`src/motion_feature_pkg.sv`:
```
// Constants, register map and carrier types for the motion feature engine.
// Assumes a single 25 MHz clock and an Avalon-MM slave with 32-bit data.
// Summary of operation
// - Step alert interval field counts in units of twenty steps, up to 20460.
// - Step alert raised each time the interval count of steps accumulates.
// - Interval field zero disables interval alert; per-step alert used instead.
// - Step total clear honoured only while pedometer is on.
// - Separate enables for pedometer accumulation and per-step detection.
// - Gait classed as walking, running or still when classification and pedometer enabled.
// - Gait change sets an event flag; current class readable separately.
// - Wrist tilt detected on the remapped y axis; host chooses its source axis.
// - Axis selector 0 x, 1 y, 2 z; sign bit 1 negates.
// - Enable bit switches wrist tilt detection.
// - Tap detected on z only when tap enable set.
// - Double tap by default; single-knock flag selects single tap.
// - Tap sensitivity 0 most sensitive to 7 least.
// - Slope engine runs only with at least one axis enabled.
// - Any-motion asserts when slope exceeds threshold for duration points.
// - Slope is sample minus reference; reference updated during any-motion.
// - Any-motion deasserts after duration points below threshold.
// - Stillness select turns slope engine into a no-motion detector.
// - No-motion asserts when all selected axes below threshold for duration.
// - Step total is 32 bits in four byte-wide registers.
// - Clear flag self-clears and accumulation restarts from zero.
// - Stillness select 1 means no-motion, 0 means any-motion.
// - Feature events latched until the status register is read.
package motion_feature_pkg;
  localparam logic [5:0] OFS_STEP_CFG = 6'h00;
  localparam logic [5:0] OFS_REMAP = 6'h04;
  localparam logic [5:0] OFS_TILT_TAP = 6'h08;
  localparam logic [5:0] OFS_SLOPE_CFG = 6'h0c;
  localparam logic [5:0] OFS_EVT_STATUS = 6'h10;
  localparam logic [5:0] OFS_GAIT = 6'h14;
  localparam logic [5:0] OFS_STEP_0 = 6'h18;
  localparam logic [5:0] OFS_STEP_1 = 6'h1c;
  localparam logic [5:0] OFS_STEP_2 = 6'h20;
  localparam logic [5:0] OFS_STEP_3 = 6'h24;
  // Step config field positions
  localparam int SC_INTERVAL_LSB = 0;
  localparam int SC_CLEAR_BIT = 10;
  localparam int SC_EN_COUNT_BIT = 12;
  localparam int SC_EN_DETECT_BIT = 13;
  localparam int SC_EN_GAIT_BIT = 14;
  // Tilt/tap field positions
  localparam int TT_TILT_EN_BIT = 0;
  localparam int TT_TAP_EN_BIT = 1;
  localparam int TT_SINGLE_BIT = 2;
  localparam int TT_SENS_LSB = 3;
  // Slope config field positions
  localparam int SL_THR_LSB = 0;
  localparam int SL_STILL_BIT = 11;
  localparam int SL_DUR_LSB = 16;
  localparam int SL_EN_LSB = 29;
  // Event status bit positions
  localparam int EV_STEP = 0;
  localparam int EV_GAIT = 1;
  localparam int EV_TILT = 3;
  localparam int EV_TAP = 4;
  localparam int EV_SLOPE = 5;
  localparam logic [10:0] STEP_UNIT = 11'd20;
  localparam logic [31:0] RST_STEP_CFG = 32'h0000_0000;
  localparam logic [31:0] RST_REMAP = 32'h0000_0088;
  localparam logic [31:0] RST_TILT_TAP = 32'h0000_0000;
  localparam logic [31:0] RST_SLOPE_CFG = 32'h0000_00aa;
  localparam logic [11:0] TILT_LEVEL = 12'h200;
  localparam logic [11:0] TAP_BASE = 12'h100;
  localparam logic [11:0] TAP_STEP = 12'h080;
  localparam logic [11:0] WALK_LEVEL = 12'h100;
  localparam logic [11:0] RUN_LEVEL = 12'h400;
  localparam logic [5:0] TAP_WINDOW = 6'h19;
  localparam logic [6:0] GAIT_IDLE = 7'h64;

  typedef enum logic [1:0] {
    GAIT_STILL = 2'b00,
    GAIT_WALK = 2'b01,
    GAIT_RUN = 2'b10
  } gait_e;

  typedef enum logic [1:0] {
    TAP_IDLE = 2'b00,
    TAP_HIGH = 2'b01,
    TAP_WAIT = 2'b10
  } tap_e;

  typedef struct packed {
    logic signed [11:0] x;
    logic signed [11:0] y;
    logic signed [11:0] z;
  } accel_s;

  typedef struct packed {
    logic neg;
    logic [1:0] src;
  } axis_map_s;
endpackage

```
`src/motion_feature_engine.sv`:
```
// Motion feature engine: pedometer, gait, tilt, tap and slope detection.
// Assumes acceleration samples arrive with a one-cycle sample_valid pulse.
//
// Implementation choices: the register addresses and register access over Avalon-MM.
`timescale 1ns/1ps
module motion_feature_engine
  import motion_feature_pkg::*;
(
  input wire logic mclk,
  input wire logic rst,
  input wire logic [5:0] avs_address,
  input wire logic avs_read,
  input wire logic avs_write,
  input wire logic [31:0] avs_writedata,
  input wire logic [3:0] avs_byteenable,
  output logic [31:0] avs_readdata,
  output logic avs_waitrequest,
  input wire logic sample_valid,
  input wire accel_s sample,
  input wire logic step_pulse,
  output logic event_any_ff
);
  logic [31:0] step_cfg_ff;
  logic [31:0] remap_ff;
  logic [31:0] tilt_tap_ff;
  logic [31:0] slope_cfg_ff;
  logic [31:0] step_total_ff;
  logic [31:0] next_alert_ff;
  logic [5:0] events_ff;
  gait_e gait_ff;
  logic [6:0] gait_idle_ff;
  logic [11:0] peak_ff;
  logic tilt_seen_ff;
  tap_e tap_ff;
  logic [5:0] tap_cnt_ff;
  accel_s ref_ff;
  logic motion_ff;
  logic still_q_ff;
  logic [7:0] dur_cnt_ff;
  logic [31:0] avs_readdata_ff;
  logic ack_ff;
  logic wait_ff;
  logic [5:0] evt_set;
  logic wr_hit;
  logic rd_hit;

  assign avs_readdata = avs_readdata_ff;
  assign avs_waitrequest = wait_ff;
  assign wr_hit = avs_write & ack_ff;
  assign rd_hit = avs_read & ack_ff;

  function automatic logic [31:0] merge(input logic [31:0] old,
      input logic [31:0] nw, input logic [3:0] be);
    logic [31:0] r;
    r = old;
    for (int i = 0; i < 4; i++) begin
      if (be[i]) begin
        r[i*8 +: 8] = nw[i*8 +: 8];
      end
    end
    return r;
  endfunction

  function automatic logic signed [11:0] pick(input accel_s s,
      input axis_map_s m);
    logic signed [11:0] v;
    v = (m.src == 2'd0) ? s.x : (m.src == 2'd1) ? s.y : s.z;
    return m.neg ? -v : v;
  endfunction

  function automatic logic [11:0] mag(input logic signed [11:0] v);
    return v[11] ? 12'(-v) : 12'(v);
  endfunction

  function automatic logic is_status(input logic [5:0] a);
    return a == OFS_EVT_STATUS;
  endfunction

  // Remapped axes
  accel_s rm;
  assign rm.x = pick(sample, axis_map_s'(remap_ff[2:0]));
  assign rm.y = pick(sample, axis_map_s'(remap_ff[5:3]));
  assign rm.z = pick(sample, axis_map_s'(remap_ff[8:6]));

  wire en_count = step_cfg_ff[SC_EN_COUNT_BIT];
  wire en_detect = step_cfg_ff[SC_EN_DETECT_BIT];
  wire en_gait = step_cfg_ff[SC_EN_GAIT_BIT];
  wire [9:0] interval = step_cfg_ff[SC_INTERVAL_LSB +: 10];
  wire [31:0] interval_steps = 32'(interval) * 32'(STEP_UNIT);
  wire clear_req = step_cfg_ff[SC_CLEAR_BIT] & en_count;

  // Bus handshake: one wait cycle, then acknowledge
  always_ff @(posedge mclk) begin
    if (rst) begin
      ack_ff <= 1'b0;
      wait_ff <= 1'b1;
    end else begin
      ack_ff <= (avs_read | avs_write) & ~ack_ff;
      wait_ff <= ~((avs_read | avs_write) & ~ack_ff);
    end
  end

  // Configuration registers
  always_ff @(posedge mclk) begin
    if (rst) begin
      step_cfg_ff <= RST_STEP_CFG;
      remap_ff <= RST_REMAP;
      tilt_tap_ff <= RST_TILT_TAP;
      slope_cfg_ff <= RST_SLOPE_CFG;
    end else begin
      if (clear_req) begin
        step_cfg_ff[SC_CLEAR_BIT] <= 1'b0;
      end
      if (wr_hit) begin
        if (avs_address == OFS_STEP_CFG) begin
          step_cfg_ff <= merge(step_cfg_ff, avs_writedata, avs_byteenable);
        end else if (avs_address == OFS_REMAP) begin
          remap_ff <= merge(remap_ff, avs_writedata, avs_byteenable);
        end else if (avs_address == OFS_TILT_TAP) begin
          tilt_tap_ff <= merge(tilt_tap_ff, avs_writedata, avs_byteenable);
        end else if (avs_address == OFS_SLOPE_CFG) begin
          slope_cfg_ff <= merge(slope_cfg_ff, avs_writedata, avs_byteenable);
        end
      end
    end
  end

  // Step total and interval alert threshold
  always_ff @(posedge mclk) begin
    if (rst) begin
      step_total_ff <= 32'h0000_0000;
      next_alert_ff <= 32'h0000_0000;
    end else if (clear_req) begin
      step_total_ff <= 32'h0000_0000;
      next_alert_ff <= interval_steps;
    end else if (en_count && step_pulse) begin
      step_total_ff <= step_total_ff + 32'h0000_0001;
      if (interval != 10'h000 &&
          step_total_ff + 32'h0000_0001 >= next_alert_ff) begin
        next_alert_ff <= next_alert_ff + interval_steps;
      end
    end else if (next_alert_ff == 32'h0000_0000 ||
                 next_alert_ff <= step_total_ff) begin
      next_alert_ff <= step_total_ff + interval_steps;
    end
  end

  // Largest vertical swing since the last step
  always_ff @(posedge mclk) begin
    if (rst) begin
      peak_ff <= 12'h000;
    end else if (step_pulse) begin
      peak_ff <= 12'h000;
    end else if (sample_valid && mag(rm.z) > peak_ff) begin
      peak_ff <= mag(rm.z);
    end
  end

  // Gait classification from peak magnitude between steps
  always_ff @(posedge mclk) begin
    if (rst) begin
      gait_ff <= GAIT_STILL;
      gait_idle_ff <= 7'h00;
    end else if (!en_gait || !en_count) begin
      gait_ff <= GAIT_STILL;
      gait_idle_ff <= 7'h00;
    end else if (step_pulse) begin
      gait_idle_ff <= 7'h00;
      if (peak_ff >= RUN_LEVEL) begin
        gait_ff <= GAIT_RUN;
      end else begin
        gait_ff <= GAIT_WALK;
      end
    end else if (sample_valid) begin
      if (gait_idle_ff == GAIT_IDLE) begin
        gait_ff <= GAIT_STILL;
      end else begin
        gait_idle_ff <= gait_idle_ff + 7'h01;
      end
    end
  end

  gait_e gait_q_ff;
  always_ff @(posedge mclk) begin
    if (rst) begin
      gait_q_ff <= GAIT_STILL;
    end else begin
      gait_q_ff <= gait_ff;
    end
  end

  // Wrist tilt on remapped y axis, portrait up
  always_ff @(posedge mclk) begin
    if (rst) begin
      tilt_seen_ff <= 1'b0;
    end else if (!tilt_tap_ff[TT_TILT_EN_BIT]) begin
      tilt_seen_ff <= 1'b0;
    end else if (sample_valid) begin
      tilt_seen_ff <= (rm.y >= $signed(TILT_LEVEL));
    end
  end
  wire tilt_now = sample_valid & tilt_tap_ff[TT_TILT_EN_BIT] &
                  (rm.y >= $signed(TILT_LEVEL)) & ~tilt_seen_ff;

  // Tap detection on z
  wire [11:0] tap_level = TAP_BASE +
      12'(tilt_tap_ff[TT_SENS_LSB +: 3]) * TAP_STEP;
  wire tap_hi = mag(sample.z) >= tap_level;
  logic tap_fire;
  always_ff @(posedge mclk) begin
    if (rst) begin
      tap_ff <= TAP_IDLE;
      tap_cnt_ff <= 6'h00;
    end else if (!tilt_tap_ff[TT_TAP_EN_BIT]) begin
      tap_ff <= TAP_IDLE;
      tap_cnt_ff <= 6'h00;
    end else if (sample_valid) begin
      case (tap_ff)
        TAP_IDLE: begin
          if (tap_hi) begin
            tap_ff <= tilt_tap_ff[TT_SINGLE_BIT] ? TAP_IDLE : TAP_HIGH;
          end
        end
        TAP_HIGH: begin
          tap_cnt_ff <= 6'h00;
          if (!tap_hi) begin
            tap_ff <= TAP_WAIT;
          end
        end
        TAP_WAIT: begin
          tap_cnt_ff <= tap_cnt_ff + 6'h01;
          if (tap_hi || tap_cnt_ff == TAP_WINDOW) begin
            tap_ff <= TAP_IDLE;
          end
        end
        default: tap_ff <= TAP_IDLE;
      endcase
    end
  end
  always_comb begin
    tap_fire = 1'b0;
    if (tilt_tap_ff[TT_TAP_EN_BIT] && sample_valid) begin
      if (tap_ff == TAP_IDLE && tap_hi && tilt_tap_ff[TT_SINGLE_BIT]) begin
        tap_fire = 1'b1;
      end else if (tap_ff == TAP_WAIT && tap_hi) begin
        tap_fire = 1'b1;
      end
    end
  end

  // Slope engine
  wire [10:0] thr = slope_cfg_ff[SL_THR_LSB +: 11];
  wire [7:0] dur = slope_cfg_ff[SL_DUR_LSB +: 8];
  wire [2:0] axis_en = slope_cfg_ff[SL_EN_LSB +: 3];
  wire still_sel = slope_cfg_ff[SL_STILL_BIT];
  logic [2:0] over;
  genvar g;
  generate
    for (g = 0; g < 3; g++) begin : g_slope
      logic signed [12:0] d;
      logic [12:0] a;
      assign d = 13'(signed'(rm[(2 - g) * 12 +: 12])) -
                 13'(signed'(ref_ff[(2 - g) * 12 +: 12]));
      assign a = d[12] ? 13'(-d) : d;
      assign over[g] = axis_en[g] & (a > 13'(thr));
    end
  endgenerate
  wire any_over = |over;
  wire all_under = ~any_over;
  wire slope_on = |axis_en;
  wire cond = still_sel ? all_under : (motion_ff ? all_under : any_over);

  // Mode seen last cycle; a mode change restarts detection
  always_ff @(posedge mclk) begin
    if (rst) begin
      still_q_ff <= RST_SLOPE_CFG[SL_STILL_BIT];
    end else begin
      still_q_ff <= still_sel;
    end
  end

  always_ff @(posedge mclk) begin
    if (rst) begin
      ref_ff <= '0;
      motion_ff <= 1'b0;
      dur_cnt_ff <= 8'h00;
    end else if (!slope_on) begin
      motion_ff <= 1'b0;
      dur_cnt_ff <= 8'h00;
    end else if (still_sel != still_q_ff) begin
      motion_ff <= 1'b0;
      dur_cnt_ff <= 8'h00;
    end else if (sample_valid) begin
      if (still_sel || motion_ff || !any_over) begin
        ref_ff <= rm;
      end
      if (!cond) begin
        dur_cnt_ff <= 8'h00;
        if (still_sel) begin
          motion_ff <= 1'b0;
        end
      end else if (dur_cnt_ff + 8'h01 >= dur) begin
        dur_cnt_ff <= 8'h00;
        motion_ff <= still_sel ? 1'b1 : ~motion_ff;
      end else begin
        dur_cnt_ff <= dur_cnt_ff + 8'h01;
      end
    end
  end
  wire slope_evt = sample_valid & slope_on & cond & ~motion_ff &
                   (still_sel == still_q_ff) &
                   (dur_cnt_ff + 8'h01 >= dur);

  // Latched event flags
  always_comb begin
    evt_set = 6'h00;
    evt_set[EV_STEP] = en_count & step_pulse & (interval != 10'h000) &
                       (step_total_ff + 32'h0000_0001 >= next_alert_ff);
    if (interval == 10'h000) begin
      evt_set[EV_STEP] = en_detect & step_pulse;
    end
    evt_set[EV_GAIT] = gait_ff != gait_q_ff;
    evt_set[EV_TILT] = tilt_now;
    evt_set[EV_TAP] = tap_fire;
    evt_set[EV_SLOPE] = slope_evt;
  end

  always_ff @(posedge mclk) begin
    if (rst) begin
      events_ff <= 6'h00;
    end else if (rd_hit && is_status(avs_address)) begin
      events_ff <= evt_set;
    end else begin
      events_ff <= events_ff | evt_set;
    end
  end

  always_ff @(posedge mclk) begin
    if (rst) begin
      event_any_ff <= 1'b0;
    end else begin
      event_any_ff <= |events_ff;
    end
  end

  // Read data
  always_ff @(posedge mclk) begin
    if (rst) begin
      avs_readdata_ff <= 32'h0000_0000;
    end else if (avs_read && !ack_ff) begin
      if (avs_address == OFS_STEP_CFG) begin
        avs_readdata_ff <= step_cfg_ff;
      end else if (avs_address == OFS_REMAP) begin
        avs_readdata_ff <= remap_ff;
      end else if (avs_address == OFS_TILT_TAP) begin
        avs_readdata_ff <= tilt_tap_ff;
      end else if (avs_address == OFS_SLOPE_CFG) begin
        avs_readdata_ff <= slope_cfg_ff;
      end else if (is_status(avs_address)) begin
        avs_readdata_ff <= {26'h0, events_ff | evt_set};
      end else if (avs_address == OFS_GAIT) begin
        avs_readdata_ff <= {30'h0, gait_ff};
      end else if (avs_address == OFS_STEP_0) begin
        avs_readdata_ff <= {24'h0, step_total_ff[7:0]};
      end else if (avs_address == OFS_STEP_1) begin
        avs_readdata_ff <= {24'h0, step_total_ff[15:8]};
      end else if (avs_address == OFS_STEP_2) begin
        avs_readdata_ff <= {24'h0, step_total_ff[23:16]};
      end else if (avs_address == OFS_STEP_3) begin
        avs_readdata_ff <= {24'h0, step_total_ff[31:24]};
      end else begin
        avs_readdata_ff <= 32'h0000_0000;
      end
    end
  end
endmodule

```
`config.mk`:
```
export PLATFORM = sky130hd
export DESIGN_NAME = motion_feature_engine
export DESIGN_NICKNAME = d
export VERILOG_FILES = /design/src/motion_feature_pkg.sv /design/src/motion_feature_engine.sv
export SDC_FILE = /design/constraint.sdc
export NUM_CORES = 1
export LEC_CHECK = 0
export BUFFER_PORTS_ARGS = -buffer_cell sky130_fd_sc_hd__buf_2
export CAP_MARGIN = 10
export CORE_ASPECT_RATIO = 1.4
export CORE_MARGIN = 10
export CORE_UTILIZATION = 46
export CTS_CLUSTER_SIZE = 30
export DETAILED_ROUTE_END_ITERATION = 8
export PLACE_DENSITY = 0.6
export SYNTH_ARGS = -nofsm -noshare
export SYNTH_HDL_FRONTEND = slang
export SYNTH_SLANG_ARGS = --single-unit
```
`constraint.sdc`:
```
create_clock -name mclk -period 16.98 [get_ports mclk]
set_input_delay 3.396 -clock mclk [delete_from_list [all_inputs] [get_ports mclk]]
set_output_delay 3.396 -clock mclk [all_outputs]
set_load 0.01 [all_outputs]
```
======== Word-level counts from Yosys, hierarchy flattened ========
Index checks and enable logic that the tools add are counted.
storage, ports and cells
  flip-flop bits (word level) ............. 311
  bits of input ports ..................... 84
  word-level logic and storage cells ...... 251
  output and inout bits ................... 34
operators by class
  multipliers ............................. 1
  add/sub/neg operators ................... 18
  eq/ne operators ......................... 26
  bitwise gates (word level) .............. 34
  magnitude comparators ................... 10
  reduce and logical (&&, ||, !) cells .... 67
  multiplexer cells ....................... 56
operators by type and width
  operator                 number
  $mux W32                 7
  $mux W12                 11
  $mux W8                  9
  $add A32 B15 Y32         2
  $neg A12 Y12             5
  $gt A13 B11 Y1           3
  $mux W13                 3
  $neg A13 Y13             3
  $sub A12 B12 Y13         3
  $add A32 B1 Y32 const B  1
  $ge A32 B32 Y1           1
  $le A32 B32 Y1           1
  $logic_not A32 Y1        1
  $eq A6 B5 Y1 const B     5
  $ge A12 B11 Y1 const B   2
  $reduce_and A4 Y1        6
  $reduce_and A6 Y1        4
  $mux W11                 2
  $reduce_and A5 Y1        4
  $and A1 B1 Y1            19
  $mux W15                 1
  $reduce_and A3 Y1        5
  $mux W2                  7
  $mul A10 B3 Y13 const B  1
  other kinds (41)         106

======== Longest topological paths before layout ========
Gate-level depths: netlist of run 1.
  depth in word-level cells ............... 24
  mapped depth ............................ 31
  depth with buffers taken out ............ 28

======== Worst setup path before layout of run 1 ========
OpenSTA, ideal clock, no wires.
  path type ............................... input to register
  start point ............................. input port sample[12] (netlist bit)
  end point ............................... register ref_ff[2] (netlist bit)
  stages on the path ...................... 28
  slack ................................... 8.173 ns
  data required time ...................... 16.852 ns
  data arrival time ....................... 8.680 ns
  cell sequence ........................... mux2_2 mux2i_1 nand3_1 inv_1 nand3_1 o21ai_0 xor2_1 ha_1 o21a_1 o21a_1 o22ai_1 nand2b_1 a31oi_1 clkbuf_1 a31oi_1 xor2_1 ha_1 a21o_1 a2111oi_0 o21ai_0 a221oi_1 o22ai_1 a41oi_1 nand4_4 a21oi_4 buf_6 mux2i_1 nor2_1
RTL lines
  element               line                          source
  from (decl)           motion_feature_engine.sv:19   input wire accel_s sample,
  to (signal assigned)  motion_feature_engine.sv:295  ref_ff <= rm;
  to (decl)             motion_feature_engine.sv:36   accel_s ref_ff;

==> results.sh, run 1 <==
export IMPL_setup_tns_final_ps=0
export IMPL_numCtsBuffers=36
export IMPL_power_density_nw_per_um2=72.39
export IMPL_die_w_um=207.2
export IMPL_routed_wl_met3_mm=3.531
export IMPL_gp_congestion=0.9020
export IMPL_cp_required_ps=17380
export IMPL_critical_path_arrival_ps=10150
export IMPL_firstDrtPassIters=7
export IMPL_cts_max_level=2
export IMPL_synth_edff_count=0
export IMPL_regArea_um2=6206
export IMPL_clock_power_share_pct=46.4
export IMPL_synth_nets=3223
export IMPL_worst_slew_pin_slew_ps=1154
export IMPL_switching_power_uw=483.6
export IMPL_synth_area_leader_cell="dfxtp_1"
export IMPL_ys_flop_type="dfxtp_1"
export IMPL_yosysSeqAreaShare_pct=27.51
export IMPL_cts_tree="built"
export IMPL_synth_seq_cells=310
export IMPL_synth_cell_types=84
export IMPL_top_layer_used="met5"
export IMPL_grt_overflow=0
export IMPL_reg2regPathDepth=27
export IMPL_grt_max_degree=109
export IMPL_clock_skew_ps=20.92
export IMPL_finalHoldViolCount=0
export IMPL_initial_utilization_pct=46.25
export IMPL_fillers=4816
export IMPL_worst_r2r_endpoint="ref_ff[17]"
export IMPL_drt_iter0_drc=1397
export IMPL_clock_path_buffers=3
export IMPL_rrSetupSlack_ps=9140
export IMPL_p_sw_share_pct=26.89
export IMPL_die_area_um2=58420
export IMPL_grt_usage_pct=23.30
export IMPL_wl_mm=71.05
export IMPL_finalMaxSlewViolations=0
export IMPL_holdCritPathClass="flop to flop"
export IMPL_cap_violations=0
export IMPL_ctsResizeCount=0
export IMPL_p_int_mw=1.314
export IMPL_reg2reg_from="remap_ff[3]"
export IMPL_endpoint="ref_ff[17]"
export IMPL_antenna_found_initial=7
export IMPL_netlist_instances=2932
export IMPL_io_buffers=117
export IMPL_grt_pass1_vias=20770
export IMPL_area_growth_pct=10.12
export IMPL_power_leakage_nw=9.329
export IMPL_total_power_mw=1.798
export IMPL_clk_pin_slew_ps=60
export IMPL_status="completed"
export IMPL_dpl_cell_area_um2=23570
export IMPL_crit_path_start="sample[14]"
export IMPL_final_nets=3253
export IMPL_post_drt_wl_per_cell_um=19.55
export IMPL_hp_start="slope_cfg_ff[25]"
export IMPL_p_comb_share_pct=12.5
export IMPL_syn_area_um2=22560
export IMPL_synth_async_reset_ratio_pct=0
export IMPL_remaining_drc_errors=0
export IMPL_finish_instance_area_um2=24840
export IMPL_syn_avg_cell_area_um2=7.693
export IMPL_setup_viol=0
export IMPL_seqPwrFrac_pct=41.1
export IMPL_vias=21300
export IMPL_min_period_ps=9745
export IMPL_yosysWarnings=0
export IMPL_drt_met1_wl_mm=27.66
export IMPL_ir_drop_uv=80.10
export IMPL_rsz0062_at_grt="false"
export IMPL_yosysTopAreaCellShare_pct=27.51
export IMPL_io_pins=118
export IMPL_fmax_mhz=102.6
export IMPL_dp_hpwl_mm=52.79
export IMPL_core_area_um2=48770
export IMPL_utilization_pct=50.94
export IMPL_cts_num_sinks=310
export IMPL_holdPathStages=2
export IMPL_multi_input_area_um2=15070
export IMPL_finalCritPeriodShare_pct=57.39
export IMPL_hold_ws_ps=452.8
export IMPL_cts_root_buf="clkbuf_16"
export IMPL_antenna_left=0
export IMPL_start_kind="primary input"
export IMPL_worstPathMaxFanout=42
export IMPL_clk_latency_ps=550
export IMPL_synth_area_leaders="dfxtp_1 (28%), ha_1 (11%), a21oi_1 (6.0%)"
export IMPL_rows=96
export IMPL_drive_gt1_share_pct=8.565
export IMPL_dieHeight_um=282.0
export IMPL_crit_type="primary input to flop"
export IMPL_cts_setup_buffers=0
export IMPL_cts_hold_buffers=0
export IMPL_cp_end_kind="flop"
export IMPL_grt_first_pass_wirelength_mm=112.2
export IMPL_viasPerCell=5.861
export IMPL_slew_headroom_pct=23.07
export IMPL_wl_met2_mm=36.43
[layer usage]
layer	up-vias	track usage (%)
met1	10030	25.60
met5	-	0
met2	589	42.92
met4	8	11.85
li1	10510	-
met3	164	3.336
[through the flow]
step	std cells	setup slack, ps
floorplan	2932	8173
global placement	3560	6988
detailed placement	3560	6817
CTS	3625	7307
global route	3628	6745
finish	3634	7235
[cells by family (layout without fill, tap and decap cells)]
family | after synthesis | in the layout | synth area share (%)
compound gates | 719 | 719 | 20.50
xor+xnor | 201 | 201 | 7.838
fa+ha+maj | 207 | 207 | 11.65
buf+inv | 341 | 398 | 5.819
flops | 310 | 310 | 27.51
mux | 120 | 120 | 5.447
other cells | 0 | 8 | 0
simple gates | 1034 | 1034 | 21.24
[cell type report]
cell class                 instances  area share [%]
antenna                            8         0.08059
clock buffer                      46           3.858
timing repair buffer             144           3.199
tap                              637           3.209
multi-input combinational       2281           60.68
inverter                         189           2.856
clock inverter                    19           1.138
sequential                       310           24.98
[sequential cells by signal (all words and copies together), names as in the netlist, named ones only]
| name | flops |
|---|---|
| ack_ff | 1 |
| avs_readdata | 32 |
| avs_waitrequest | 1 |
| dur_cnt_ff | 8 |
| event_any_ff | 1 |
| events_ff | 5 |
| gait_ff | 2 |
| gait_idle_ff | 7 |
| gait_q_ff | 2 |
| motion_ff | 1 |
| next_alert_ff | 30 |
| peak_ff | 12 |
| ref_ff | 36 |
| remap_ff | 32 |
| slope_cfg_ff | 32 |
| step_cfg_ff | 32 |
| step_total_ff | 32 |
| still_q_ff | 1 |
| tap_cnt_ff | 6 |
| tap_ff | 2 |
| tilt_seen_ff | 1 |
| tilt_tap_ff | 32 |
[placed cells by master, fill, tap and decap left out, drive strengths merged, types with 12 or more instances in the layout]
master	netlist	routed
nor2b	36	36
nor4	26	26
a31oi	25	25
nor2	246	246
xnor2	139	139
inv	187	191
mux2	22	22
dfxtp	310	310
nand3	186	186
nand2	343	343
a211oi	53	53
nor3	43	43
a21oi	273	273
o211ai	12	12
ha	202	202
o21a	15	15
or3	23	23
and3	16	16
clkbuf	136	46
a21o	40	40
o21ai	129	129
xor2	62	62
buf	16	144
mux2i	98	98
nand2b	27	27
a22o	15	15
nand4	39	39
o31ai	16	16
a222oi	32	32
[power groups by stage]
| stage | registers (mW) | logic [mW] | clock network (mW) |
|---|---|---|---|
| global route | 0.739 | 0.250 | 0.880 |
| global placement | 0.754 | 0.218 | 0 |
| finish | 0.738 | 0.225 | 0.835 |
| detailed placement | 0.755 | 0.222 | 0 |
| floorplan | 0.755 | 0.153 | 0 |
| CTS | 0.738 | 0.224 | 0.852 |
[synth_stat cells (all sizes together) (16+ instances only)]
library cell and count:
nand3 186, a21oi 273, dfxtp 310, clkbuf 136
nand4 39, xor2 62, mux2 22, a31oi 25
buf 16, a21o 40, a211oi 53, nand2b 27
mux2i 98, xnor2 139, inv 187, nor2b 36
or3 23, nor4 26, o21ai 129, ha 202
nand2 343, a222oi 32, nor3 43, and3 16
nor2 246, o31ai 16
[critical path: stages]
cell	delay [ps]
buf_2	110
mux2_2	260
mux2i_1	300
nand3_1	190
inv_1	100
nand3_1	110
o21ai_0	230
xor2_1	130
ha_1	400
o21a_1	170
o21a_1	210
o22ai_1	160
nand2b_1	180
a31oi_1	790
a31oi_1	110
xor2_1	190
ha_1	310
a21o_1	150
a2111oi_0	410
o21ai_0	180
a221oi_1	310
o22ai_1	120
a41oi_1	340
nand4_4	210
a21oi_4	150
buf_4	540
mux2i_1	290
nor2_1	60
[how the worst min path moves through the flow]
stage                                  end  slack, ps
after CTS                  step_cfg_ff[26]        450
final                     slope_cfg_ff[25]        450
after global routing          remap_ff[13]        470
after floorplan            tilt_tap_ff[10]        440
after detailed placement   step_cfg_ff[26]        450
after global placement     tilt_tap_ff[27]        440
Note: power is estimated with default switching activity, not from simulation.
==> run 2, diff against run 1 <==
Settings changed: PLACE_DENSITY 0.6 to 0.62.
Clock period 16.98 ns to 8.81 ns, I/O delays scaled along.
==> run 2 against run 1 <==
Effect of this change: register-to-register slack got worse by 7500 ps; critical path depth decreased by 2; total power increased by 88%; final cell count about the same; final area decreased by 0.12%; worst hold slack got worse by 1.5 ps; die area unchanged; non-clock buffer count increased by 5; flip-flop and latch count unchanged; first-iteration DRC count increased by 21%; count of clock-buffer cells in the layout decreased by 2; sequential share of layout area about the same; critical path type unchanged; critical endpoint is now ref_ff[32].
==> results.sh, run 2 (synthesis gave the netlist of run 1 again) <==
export IMPL_antenna_left=0
export IMPL_drt_iter0_drc=1690
export IMPL_fillers=4825
export IMPL_cp_end_kind="flop"
export IMPL_finalMaxSlewViolations=0
export IMPL_slew_headroom_pct=14.45
export IMPL_fmax_mhz=133.0
export IMPL_multi_input_area_um2=15070
export IMPL_finalCritPeriodShare_pct=85.33
export IMPL_dpl_cell_area_um2=23630
export IMPL_dieHeight_um=282.0
export IMPL_ctsResizeCount=0
export IMPL_status="completed"
export IMPL_gp_congestion=0.9622
export IMPL_dp_hpwl_mm=53.04
export IMPL_setup_viol=0
export IMPL_utilization_pct=50.87
export IMPL_io_buffers=117
export IMPL_antenna_found_initial=11
export IMPL_critical_path_arrival_ps=7930
export IMPL_pre_cts_slack_ps=881.1
export IMPL_regArea_um2=6206
export IMPL_drive_gt1_share_pct=8.699
export IMPL_rsz0062_at_grt="false"
export IMPL_final_nets=3257
export IMPL_power_density_nw_per_um2=136.3
export IMPL_min_period_ps=7517
export IMPL_remaining_drc_errors=0
export IMPL_clk_pin_slew_ps=60
export IMPL_cts_setup_buffers=0
export IMPL_grt_max_degree=95
export IMPL_cap_violations=0
export IMPL_clock_path_buffers=3
export IMPL_rows=96
export IMPL_clk_latency_ps=580
export IMPL_grt_first_pass_wirelength_mm=111.5
export IMPL_cts_hold_buffers=0
export IMPL_timing_final_ws_setup_ps=1293
export IMPL_power_leakage_nw=9.307
export IMPL_holdPathStages=2
export IMPL_clock_skew_ps=38.63
export IMPL_crit_type="primary input to flop"
export IMPL_initial_utilization_pct=46.25
export IMPL_grt_overflow=0
export IMPL_viasPerCell=5.915
export IMPL_die_w_um=207.2
export IMPL_grt_pass1_vias=20800
export IMPL_mostFrequentLayoutCells="nand2_1 (343), dfxtp_1 (310), a21oi_1 (272), nor2_1 (242), ha_1 (202)"
export IMPL_finish_instance_area_um2=24810
export IMPL_final_common_cell="nand2_1"
export IMPL_wl_mm=70.74
export IMPL_holdCritPathClass="flop to flop"
export IMPL_cts_num_sinks=310
export IMPL_worst_slew_pin_slew_ps=1283
export IMPL_start_kind="primary input"
export IMPL_largest_reg_flops=36
export IMPL_core_area_um2=48770
export IMPL_worstPathMaxFanout=42
export IMPL_cts_max_level=2
export IMPL_cts_root_buf="clkbuf_16"
export IMPL_io_pins=118
export IMPL_firstDrtPassIters=6
export IMPL_reg2regPathDepth=27
export IMPL_cts_tree="built"
export IMPL_ir_drop_uv=146.3
export IMPL_post_drt_wl_per_cell_um=19.48
export IMPL_grt_usage_pct=23.14
export IMPL_cp_required_ps=9220
export IMPL_top_register="ref_ff"
export IMPL_vias=21480
export IMPL_numCtsBuffers=35
export IMPL_setup_tns_final_ps=0
export IMPL_area_growth_pct=9.990
export IMPL_hold_ws_ps=451.3
export IMPL_finalHoldViolCount=0
export IMPL_die_area_um2=58420
run 2: cell types whose count changed in the layout (fill, tap and decap cells not counted):
cell	delta
buf_4	+4
clkbuf_1	-4
bufinv_16	-3
clkbuf_8	+3
clkinvlp_4	+3
clkinv_2	-2
diode_2	-2
inv_6	-2
buf_12	+1
clkbuf_16	-1
clkinv_16	+1
clkinv_4	+1
inv_16	-1
run 2: area by class of cell:
| type | count | share of cell area [%] |
|---|---|---|
| repair buffers | 149 | 3.404 |
| clock buffers | 44 | 3.868 |
| diodes | 6 | 0.06052 |
| clock inverters | 16 | 0.8321 |
| inverters | 189 | 2.859 |
| well taps | 637 | 3.212 |
| flip-flops and latches | 310 | 25.01 |
| multi-input cells | 2281 | 60.75 |
run 2: critical path, cell delays in order:
cell      delay (ps)
buf_2            110
mux2_2           250
mux2i_1          360
ha_1             280
nor2_1            60
xnor2_1          480
ha_1             320
o21ai_0          100
a21oi_1          350
nor4_1           100
a311oi_1         580
nand3_1          190
o31ai_1          360
xnor2_1          180
ha_1             290
a211oi_1         200
o21ai_0          150
nand2b_1         160
o311ai_0         160
o22ai_1          150
a41oi_1          300
nand4_4          220
a21oi_4          200
buf_12           270
mux2i_1          240
nor2_1            60
run 2: report_power, final:
group          total (mW)  leakage, nW  switching, mW  internal [mW]
registers            1.42         2.50        0.00910           1.41
logic               0.439         6.24          0.275          0.164
clock network        1.52        0.565          0.650          0.868
run 2: through the flow:
stage | std cells | power [mW]
global placement | 3566 | 1.878
CTS | 3626 | 3.416
detailed placement | 3566 | 1.889
finish | 3632 | 3.381
global route | 3631 | 3.514
floorplan | 2932 | 1.751
run 2: final timing paths:
| path | startpoint | endpoint | slack (ps) |
|---|---|---|---|
| max | sample[25] | ref_ff[32] | 1290 |
| min | slope_cfg_ff[23] | slope_cfg_ff[23] | 450 |
| max reg2reg | remap_ff[3] | ref_ff[32] | 1660 |
| min reg2reg | slope_cfg_ff[23] | slope_cfg_ff[23] | 450 |
run 2: per-layer routing:
layer | up-vias | track usage [%] | share of wire [%] | wire length (µm)
met1 | 10090 | 25.14 | 38 | 26970
met5 | - | 0 | 0.075 | 53
met3 | 216 | 3.545 | 5.3 | 3753
li1 | 10490 | - | - | -
met2 | 678 | 41.52 | 50 | 35400
met4 | 10 | 14.64 | 6.4 | 4554
==> run 3, diff against run 2 <==
Settings changed: CAP_MARGIN 10 to not set, CELL_PAD_IN_SITES_DETAIL_PLACEMENT set to 0, CELL_PAD_IN_SITES_GLOBAL_PLACEMENT set to 1, CORE_UTILIZATION 46 to 42, PLACE_DENSITY 0.62 to 0.74, SKIP_LAST_GASP set to 1.
==> run 3 against run 2 <==
Effect of this change: sequential share of layout area fell by 0.24 points; setup slack got worse by 110 ps; maximum frequency fell by 1.5%; count of clock-buffer cells in the layout rose by 6; largest power group unchanged.
==> results.sh, run 3 (synthesis gave the netlist of run 1 again) <==
export IMPL_antenna_found_initial=10
export IMPL_mostFrequentLayoutCells="nand2_1 (343), dfxtp_1 (310), a21oi_1 (272), nor2_1 (242), ha_1 (202)"
export IMPL_gp_congestion=0.9200
export IMPL_min_period_ps=7631
export IMPL_initial_utilization_pct=42.42
export IMPL_drt_met1_wl_mm=29.43
export IMPL_rows=100
export IMPL_cts_max_level=2
export IMPL_ctsResizeCount=0
export IMPL_grt_usage_pct=22.52
export IMPL_wl_met2_mm=37.66
export IMPL_clock_skew_ps=33.42
export IMPL_dpl_cell_area_um2=23720
export IMPL_clock_path_buffers=3
export IMPL_ir_drop_uv=144.9
export IMPL_remaining_drc_errors=0
export IMPL_grt_max_degree=97
export IMPL_finalHoldViolCount=0
export IMPL_holdCritPathClass="flop to flop"
export IMPL_pre_cts_slack_ps=700.1
export IMPL_finalCritPeriodShare_pct=86.62
export IMPL_dieHeight_um=294.2
export IMPL_cp_end_kind="flop"
export IMPL_grt_overflow=0
export IMPL_dp_hpwl_mm=55.03
export IMPL_power_density_nw_per_um2=141.6
export IMPL_worst_slew_pin_slew_ps=1205
export IMPL_cts_tree="built"
export IMPL_timing_final_ws_setup_ps=1179
export IMPL_status="completed"
export IMPL_antenna_left=0
export IMPL_firstDrtPassIters=6
export IMPL_die_w_um=215.9
export IMPL_area_growth_pct=11.06
export IMPL_numCtsBuffers=36
export IMPL_cts_root_buf="clkbuf_16"
export IMPL_drive_gt1_share_pct=8.821
export IMPL_vias=21310
export IMPL_final_common_cell="nand2_1"
export IMPL_max_stage_delay_ps=440
export IMPL_drt_iter0_drc=1652
export IMPL_wl_mm=74.05
export IMPL_io_pins=118
export IMPL_largest_reg_flops=36
export IMPL_cts_num_sinks=310
export IMPL_total_power_mw=3.548
export IMPL_die_area_um2=63510
export IMPL_io_buffers=117
export IMPL_grt_pass1_vias=20700
export IMPL_finalMaxSlewViolations=0
export IMPL_worstPathMaxFanout=42
export IMPL_crit_path_top_delay_cell="o31ai_1"
export IMPL_finish_instance_area_um2=25050
export IMPL_start_kind="primary input"
export IMPL_power_leakage_nw=9.376
export IMPL_top_register="ref_ff"
export IMPL_grt_first_pass_wirelength_mm=115.2
export IMPL_crit_type="primary input to flop"
export IMPL_core_area_um2=53180
export IMPL_clk_pin_slew_ps=60
export IMPL_viasPerCell=5.742
export IMPL_setup_tns_final_ps=0
export IMPL_cap_violations=0
export IMPL_cts_hold_buffers=0
export IMPL_post_drt_wl_per_cell_um=19.95
export IMPL_routed_wl_met3_mm=3.365
export IMPL_final_nets=3257
export IMPL_fmax_mhz=131.0
export IMPL_critical_path_arrival_ps=8050
export IMPL_clk_latency_ps=580
export IMPL_slew_headroom_pct=19.64
export IMPL_cts_setup_buffers=0
export IMPL_top_layer_used="met5"
export IMPL_rsz0062_at_grt="false"
export IMPL_cp_required_ps=9230
export IMPL_setup_viol=0
## run 3: cell count changes in the layout (fill, tap and decap cells not counted), moves of 2 or more
cell | previous run | this run
diode_2 | 6 | 4
clkinv_2 | 6 | 2
bufinv_16 | 3 | 6
clkbuf_8 | 5 | 10
## run 3: layout make-up
cell class	count	area, µm²
multi-input cells	2281	15070
well taps	714	893.4
diodes	4	10.01
clock inverters	15	269.0
repair buffers	148	837.1
fillers	5330	28130
flip-flops and latches	310	6206
clock buffers	50	1054
inverters	189	709.4
## run 3: final timing paths
check / cells after the start / startpoint / slack, ps / to
worst max-delay path: 27 / sample[12] / 1180 / ref_ff[21]
worst min-delay path: 2 / remap_ff[16] / 450 / remap_ff[16]
worst max register to register: 26 / remap_ff[6] / 1570 / ref_ff[21]
worst min register to register: 2 / remap_ff[16] / 450 / remap_ff[16]
## run 3: worst max-delay path: cells and delay by family
family,cells,cell delay (ps)
compound gates,12,3060
buf+inv,3,630
xor+xnor,2,370
fa+ha+maj,3,920
mux,2,290
simple gates,5,970
## run 3: power by group
part / internal (mW) / switching (mW) / total [mW] / leakage, nW
Combinational: 0.164 / 0.275 / 0.439 / 6.23
Sequential: 1.41 / 0.00775 / 1.42 / 2.50
Clock: 1.02 / 0.665 / 1.69 / 0.641
Total: 2.60 / 0.948 / 3.55 / 9.38
## run 3: per-layer routing
metal / vias up / track usage (%)
li1: 10500 / -
met1: 10120 / 24.82
met2: 509 / 41.04
met3: 161 / 3.599
met4: 14 / 11.15
met5: - / 0
## run 3: per-stage QoR
step,util (%),cells,hold WS (ps)
after floorplan,-,2932,435.7
after global placement,44.60,3642,440.8
after detailed placement,44.60,3642,445.8
after CTS,47.09,3707,454.3
after global routing,47.10,3709,466.2
final,47.11,3711,452.9
